--- src/hdl/wdt_pkg.sv ---
package wdt_pkg;

	localparam logic [7:0] WDT_ADDR_CONTROL = 8'hD8;
	localparam logic [7:0] WDT_ADDR_KEY     = 8'hC7;
	localparam logic [7:0] WDT_KEY_FIRST    = 8'hAA;
	localparam logic [7:0] WDT_KEY_SECOND   = 8'h55;

	localparam int WDT_BIT_RUN     = 7;
	localparam int WDT_BIT_SEL_HI  = 5;
	localparam int WDT_BIT_SEL_LO  = 4;
	localparam int WDT_BIT_IRQF    = 3;
	localparam int WDT_BIT_CAUSE   = 2;
	localparam int WDT_BIT_RST_EN  = 1;
	localparam int WDT_BIT_RESTART = 0;

	// Counter widths per period select code 00..11
	localparam int WDT_WIDTH_SEL0 = 17;
	localparam int WDT_WIDTH_SEL1 = 20;
	localparam int WDT_WIDTH_SEL2 = 23;
	localparam int WDT_WIDTH_SEL3 = 26;
	localparam int WDT_CNT_W      = 26;

	localparam int WDT_RESET_DELAY_CLKS = 512;
	localparam logic [9:0] WDT_RESET_DELAY = 10'(WDT_RESET_DELAY_CLKS);
	localparam int WDT_KEY_WINDOW_CLKS = 3;
	localparam logic [1:0] WDT_KEY_WINDOW = 2'(WDT_KEY_WINDOW_CLKS);

	// Reset pattern for plain control bits (run, select, restart)
	localparam logic [7:0] WDT_CONTROL_RESET = 8'h00;

	typedef enum logic [1:0] {
		WDT_RST_POWER_ON = 2'h0,
		WDT_RST_POWER_FAIL = 2'h1,
		WDT_RST_EXTERNAL = 2'h2,
		WDT_RST_WATCHDOG = 2'h3
	} wdt_rst_src_type;

	typedef enum logic [1:0] {
		WDT_KEY_IDLE = 2'h0,
		WDT_KEY_GOT_FIRST = 2'h1,
		WDT_KEY_OPEN = 2'h2
	} wdt_key_state_type;

	typedef struct packed {
		logic       wr;
		logic [7:0] addr;
		logic [7:0] wdata;
	} wdt_sfr_req_type;

endpackage : wdt_pkg

--- src/hdl/wdt_control.sv ---
// What this block does
// - Bit 7 of the control register stops (0) or runs (1) the counter.
// - Bits 5 and 4 select the time-out counter width; bit 6 is reserved.
// - Select code 11 runs the counter at its full 26 bits.
// - With the interrupt enabled, time-out sets the flag in bit 3.
// - Without the interrupt enabled, the flag still records time-out until cleared.
// - A watchdog reset sets the cause flag in bit 2; software clears it.
// - Power-fail and power-on resets clear the cause flag.
// - With reset disabled the watchdog never changes the cause flag.
// - Bit 1 allows (1) or blocks (0) the watchdog chip reset.
// - Writing 1 to bit 0 restarts the counter, cancelling pending time-out.
// - Time-out raises interrupt; chip reset follows 512 clocks later if enabled.
// - The restart bit clears itself and reads back as 0.
// - Reset loads the documented pattern; source-dependent bits follow their own rules.
// - An external pin reset leaves the time-out flag unchanged.
// - Reset enable clears only on power-on reset, kept through others.
// - All bits readable; bits 3,1,0 writable only after a timed-access unlock.
// - The control register sits at D8 and accepts single-bit writes.
`timescale 1ns/1ns
module wdt_control
	import wdt_pkg::*;
#(
	parameter int CNT_W = WDT_CNT_W
)(
	input  wire logic                    mclk,
	input  wire logic                    rst,
	input  wire wdt_pkg::wdt_rst_src_type rst_src,
	input  wire wdt_pkg::wdt_sfr_req_type sfr_req,
	input  wire logic [7:0]              sfr_bit_mask,
	input  wire logic                    dog_irq_enable,
	output logic [7:0]                   sfr_rdata,
	output logic                         dog_irq,
	output logic                         chip_reset_req
);
	import wdt_pkg::*;

	logic              dog_run_reg;
	logic [1:0]        period_sel_reg;
	logic              timeout_irq_flag_reg;
	logic              dog_reset_cause_flag_reg;
	logic              dog_reset_enable_reg;
	logic              restart_reg;
	wdt_key_state_type key_state_reg;
	wdt_key_state_type key_state_next;
	logic [1:0]        key_timer_reg;
	logic [9:0]        delay_reg;
	logic              delay_active_reg;
	logic              chip_reset_reg;
	logic              src_seen_reg;
	logic              timeout;
	logic              wr_ctrl;
	logic              wr_key;
	logic              unlocked;
	logic              prot_wr;
	logic [7:0]        wmask;
	logic [7:0]        cur_val;
	logic [7:0]        new_val;
	logic              fire_reset;

	assign wr_ctrl = sfr_req.wr && (sfr_req.addr == WDT_ADDR_CONTROL);
	assign wr_key  = sfr_req.wr && (sfr_req.addr == WDT_ADDR_KEY);
	// Bit mask lets a single-bit set or clear touch only its own field
	assign wmask   = sfr_bit_mask;
	assign unlocked = (key_state_reg == WDT_KEY_OPEN);
	assign prot_wr  = wr_ctrl && unlocked;

	assign cur_val = {dog_run_reg, 1'b0, period_sel_reg, timeout_irq_flag_reg,
	                  dog_reset_cause_flag_reg, dog_reset_enable_reg, 1'b0};
	assign new_val = (cur_val & ~wmask) | (sfr_req.wdata & wmask);
	// Restart bit reads as 0 at all times; its write is a one-shot pulse
	assign sfr_rdata = cur_val;

	wdt_timeout_counter #(
		.CNT_W (CNT_W)
	) u_counter (
		.mclk    (mclk),
		.rst     (rst),
		.run     (dog_run_reg),
		.restart (restart_reg),
		.sel     (period_sel_reg),
		.timeout (timeout)
	);

	assign dog_irq = timeout_irq_flag_reg && dog_irq_enable;
	assign fire_reset = delay_active_reg && (delay_reg == WDT_RESET_DELAY - 10'h1)
	                    && dog_reset_enable_reg;
	assign chip_reset_req = chip_reset_reg;

	// Key sequence: AA then 55 opens a short window; any other key byte rearms
	always_comb
	begin
		key_state_next = key_state_reg;
		case (key_state_reg)
			WDT_KEY_IDLE:
				if (wr_key && sfr_req.wdata == WDT_KEY_FIRST)
					key_state_next = WDT_KEY_GOT_FIRST;
			WDT_KEY_GOT_FIRST:
				if (wr_key)
					key_state_next = (sfr_req.wdata == WDT_KEY_SECOND) ?
					                 WDT_KEY_OPEN : WDT_KEY_IDLE;
			WDT_KEY_OPEN:
				if (wr_ctrl || wr_key || key_timer_reg == 2'h0)
					key_state_next = WDT_KEY_IDLE;
			default:
				key_state_next = WDT_KEY_IDLE;
		endcase
	end

	always_ff @(posedge mclk or posedge rst)
	begin
		if (rst)
		begin
			key_state_reg <= WDT_KEY_IDLE;
			key_timer_reg <= 2'h0;
		end
		else
		begin
			key_state_reg <= key_state_next;
			if (key_state_next == WDT_KEY_OPEN && key_state_reg != WDT_KEY_OPEN)
				key_timer_reg <= WDT_KEY_WINDOW;
			else if (key_timer_reg != 2'h0)
				key_timer_reg <= key_timer_reg - 2'h1;
		end
	end

	// Plain control bits take the reset pattern on every reset
	always_ff @(posedge mclk or posedge rst)
	begin
		if (rst)
		begin
			dog_run_reg    <= WDT_CONTROL_RESET[WDT_BIT_RUN];
			period_sel_reg <= WDT_CONTROL_RESET[WDT_BIT_SEL_HI:WDT_BIT_SEL_LO];
			restart_reg    <= 1'b0;
		end
		else
		begin
			if (wr_ctrl)
			begin
				dog_run_reg    <= new_val[WDT_BIT_RUN];
				period_sel_reg <= new_val[WDT_BIT_SEL_HI:WDT_BIT_SEL_LO];
			end
			restart_reg <= prot_wr && wmask[WDT_BIT_RESTART]
			               && sfr_req.wdata[WDT_BIT_RESTART];
		end
	end

	// Delay from time-out to chip reset; restart cancels it
	always_ff @(posedge mclk or posedge rst)
	begin
		if (rst)
		begin
			delay_reg        <= 10'h0;
			delay_active_reg <= 1'b0;
			chip_reset_reg   <= 1'b0;
		end
		else
		begin
			chip_reset_reg <= fire_reset;
			if (restart_reg || fire_reset)
			begin
				delay_active_reg <= 1'b0;
				delay_reg        <= 10'h0;
			end
			else if (timeout && !delay_active_reg)
			begin
				delay_active_reg <= 1'b1;
				delay_reg        <= 10'h0;
			end
			else if (delay_active_reg)
				delay_reg <= delay_reg + 10'h1;
		end
	end

	// Source-dependent bits: rst is held asynchronously, so these are
	// updated from rst_src on the clock while rst stands, not by the async path.
	always_ff @(posedge mclk)
	begin
		if (rst)
		begin
			src_seen_reg <= 1'b1;
			if (rst_src == WDT_RST_POWER_ON)
				dog_reset_enable_reg <= 1'b0;
			if (rst_src == WDT_RST_POWER_ON || rst_src == WDT_RST_POWER_FAIL)
			begin
				dog_reset_cause_flag_reg <= 1'b0;
				timeout_irq_flag_reg     <= 1'b0;
			end
			else if (rst_src == WDT_RST_WATCHDOG && dog_reset_enable_reg)
			begin
				dog_reset_cause_flag_reg <= 1'b1;
				timeout_irq_flag_reg     <= 1'b0;
			end
			// External reset keeps the time-out flag
		end
		else
		begin
			src_seen_reg <= 1'b0;
			// Hardware set wins over a same-cycle software clear
			if (timeout)
				timeout_irq_flag_reg <= 1'b1;
			else if (prot_wr)
				timeout_irq_flag_reg <= new_val[WDT_BIT_IRQF];
			if (prot_wr)
				dog_reset_enable_reg <= new_val[WDT_BIT_RST_EN];
			if (wr_ctrl)
				dog_reset_cause_flag_reg <= new_val[WDT_BIT_CAUSE];
		end
	end
endmodule : wdt_control

--- src/hdl/wdt_timeout_counter.sv ---
`timescale 1ns/1ns
module wdt_timeout_counter
	import wdt_pkg::*;
#(
	parameter int CNT_W = WDT_CNT_W
)(
	input  wire logic        mclk,
	input  wire logic        rst,
	input  wire logic        run,
	input  wire logic        restart,
	input  wire logic [1:0]  sel,
	output logic             timeout
);
	logic [CNT_W-1:0] count_reg;
	logic [CNT_W-1:0] count_next;
	logic [CNT_W-1:0] limit;

	// Each select code picks which counter width rolls over
	assign limit = (sel == 2'h3) ? {CNT_W{1'b1}} :
	               (sel == 2'h2) ? CNT_W'((64'h1 << WDT_WIDTH_SEL2) - 64'h1) :
	               (sel == 2'h1) ? CNT_W'((64'h1 << WDT_WIDTH_SEL1) - 64'h1) :
	                               CNT_W'((64'h1 << WDT_WIDTH_SEL0) - 64'h1);
	assign timeout = run && !restart && (count_reg == limit);
	assign count_next = (restart || count_reg >= limit) ? '0 :
	                    run ? count_reg + CNT_W'(1) : count_reg;

	always_ff @(posedge mclk or posedge rst)
	begin
		if (rst)
			count_reg <= '0;
		else
			count_reg <= count_next;
	end
endmodule : wdt_timeout_counter

--- config.mk ---
export PLATFORM = sky130hd
export DESIGN_NAME = wdt_control
export DESIGN_NICKNAME = d
export VERILOG_FILES = /design/src/hdl/wdt_pkg.sv /design/src/hdl/wdt_control.sv /design/src/hdl/wdt_timeout_counter.sv
export SDC_FILE = /design/constraint.sdc
export NUM_CORES = 1
export LEC_CHECK = 0
export BUFFER_PORTS_ARGS = -buffer_cell sky130_fd_sc_hd__buf_2
export CORE_UTILIZATION = 57
export CTS_CLUSTER_SIZE = 12
export DETAILED_ROUTE_END_ITERATION = 8
export PLACE_DENSITY = 0.79
export SYNTH_ARGS = -nofsm -noshare
export SYNTH_HDL_FRONTEND = slang
export SYNTH_SLANG_ARGS = --single-unit
--- constraint.sdc ---
create_clock -name mclk -period 3 [get_ports mclk]
set_clock_uncertainty 0.1 [all_clocks]
set_input_delay 0.15 -clock mclk [delete_from_list [all_inputs] [get_ports mclk]]
set_output_delay 0.15 -clock mclk [all_outputs]
set_load 0.01 [all_outputs]
==> results_dict.tcl <==
set metrics [dict create \
    synthDistinctLibCells 54 \
    crit_arrival_ps 2600 \
    grt_usage_pct 23.3 \
    path_clk_slew_ps 90 \
    dr.first_iter.drc_count 146 \
    synthFlopType "dfrtp_1" \
    grt_antenna_before_repair 0 \
    worstPathMaxFanout 13 \
    layout.nets 362 \
    p_leak_nw 1.49 \
    totalWireLength_um 5550 \
    grt_pass1_vias 2186 \
    critPathKind "register to register" \
    drc 0 \
    die_w_um 72.3 \
    dpl.hpwl_um 4000 \
    crit_path_end_kind "register" \
    layout_min_cycle_time_ps 2700 \
    post-cts-setup-buffers 0 \
    rows 25 \
    die_area_um2 5230 \
    required_ps 2900 \
    cp.buffers_inverters 0 \
    synth_top_area_cell "dfrtp_1" \
    tightestPinTransition_ps 872 \
    largest_reg_flops 26 \
    h-tree-depth 2 \
    finalCritPeriodShare_pct 90.0 \
    critPathTopFamily "simple AND/OR/NAND/NOR gates" \
    synth_area_per_cell_um2 9.65 \
    relSlewSlack_pct 41.3 \
    cap_violations 0 \
    grt_max_degree 34 \
    cts.sinks 49 \
    finalSetupViolations 0 \
    ir_worst_vdd_uv 266 \
    syn_area_um2 2820 \
    ys_warn_count 0 \
    drive_gt1_share_pct 21.7 \
    cts_root_buf "clkbuf_8" \
    hold_viol_final 0 \
    tns_ps 0 \
    yosysMostFrequentCell "dfrtp_1" \
    synth_edf_count 3 \
    grt_setup_unrepaired "false" \
    initial_utilization_pct 59.6 \
    ys_seq_area_share_pct 44.1 \
    overflow 0 \
    power_density_nw_per_um2 387 \
    instances_no_fill 394 \
    antenna_cells 0 \
    synth.area.top_cells "dfrtp_1, xor2_1, nor2_1" \
    core_area_um2 4720 \
    routedWlPerCell_um 14.1 \
    slowest_delay_ps 500 \
    first_pass_iters 4 \
    status "finished, final reports clean" \
    slew_violations 0 \
    synth-seq-cells 49 \
    cts_resized 0 \
    r2r_setup_slack_ps 300 \
    clock.fmax_mhz 370 \
    clock_latency_ps 300 \
    vias 2265 \
    grt_pass1_wl_um 9440 \
    syn_to_final_growth_pct 10.8 \
    cp-start-kind "register" \
    drtAntennaViolNets 0 \
    cts_buffer_depth 2 \
    ioPinCount 40 \
    hold_path_class "primary input to register" \
    cts_tree "built" \
    path_cells "nand2_1, ha_1, nand3_1, or3b_1, or4_4, or2_4, o31ai_1" \
    viasPerCell 5.75 \
    seq_area_um2 1240 \
    io_buffer_count 36 \
    synth_cells 292 \
    fin_hold_ws_ps 11.8 \
    dieHeight_um 72.3 \
    multiInputGateArea_um2 1440 \
    gp_congestion 0.810 \
    cp_slowest_cell "or4_4" \
    n_fill_cell 377 \
    synth_top_area_share_pct 40.9 \
    synthArstFlopShare_pct 93.9 \
    post-place-cells 383 \
    cts_buffers 5 \
    synth_commonest_cells "dfrtp_1, nor2_1, nand2_1, xor2_1, nand3_1" \
]
## per-stage QoR
stage	utilization (%)	instance area, um^2	power, mW	setup WS (ps)
2_1_floorplan	-	2820	0.760	176
6_report	66.1	3120	1.21	299
4_1_cts	66.1	3120	1.22	283
5_1_grt	66.1	3120	1.26	126
3_3_place_gp	63.3	2990	0.793	355
3_5_place_dp	63.3	2990	0.795	293
## final timing paths
check                                       endpoint              from  depth (start not counted)
worst max-delay path            timeout_irq_flag_reg          register                          7
worst min-delay path                        register        sfr_req[5]                          2
worst max register to register  timeout_irq_flag_reg          register                          7
worst min register to register      key_state_reg[0]  key_state_reg[1]                          1
max in group asynchronous               delay_reg[0]               rst                          4
min in group asynchronous               delay_reg[7]               rst                          3
## worst register-to-register path, delay by kind of cell (launching register included)
kind / cells / cell delay, ps
compound gates: 1 / 230
fa+ha+maj: 1 / 310
flops: 1 / 360
simple gates: 5 / 1390
## per-layer routing
layer	track usage [%]	part of all wire (%)	vias up
li1	-	-	1115
met1	28.9	46	1100
met2	41.5	49	46
met3	5.28	4.6	4
met4	5.23	0.68	0
met5	0	0	-
## kinds of logic after synthesis
logic type | after synthesis | synth area share [%]
muxes | 6 | 2.27
and+or+nand+nor | 146 | 27.8
AOI/OAI and AO/OA | 36 | 9.73
adders and majority gates | 6 | 2.67
buffers and inverters | 21 | 4.98
DFF | 49 | 44.1
other | 1 | 0.133
xor gates and xnor gates | 27 | 8.40
## layout by cell type, fill, tap and decap left out, types with 4 or more instances in the layout
master	count
xnor2_1	5
clkbuf_8	7
dfrtp_1	46
a31o_2	4
o21ai_0	4
nor3_1	7
ha_1	6
nand3_1	18
nand4_1	14
a21oi_1	5
buf_4	4
nor2_1	35
xor2_1	22
and3_1	9
nor4_1	4
and4_1	4
nand2_1	28
buf_2	36
o31ai_1	7
## report_power, final
part	internal, mW	leakage, nW	total, mW	switching, mW
clock network	0.209	0.0542	0.422	0.213
logic	0.0409	0.762	0.0872	0.0463
registers	0.681	0.669	0.697	0.0163
## final cells by class
| cell class | instances | area share [%] |
|---|---|---|
| Multi-Input combinational cell | 223 | 46.1 |
| Sequential cell | 49 | 39.8 |
| Timing Repair Buffer | 43 | 7.70 |
| Clock buffer | 7 | 3.09 |
| Tap cell | 67 | 2.69 |
| Inverter | 4 | 0.481 |
| Clock inverter | 1 | 0.160 |
## what timing repair did
action	in CTS	in global routing
hold buffers	3	0
hold endpoints to repair	14	0
setup endpoints to repair	0	0
No activity file was read; power rests on OpenSTA's default activity.
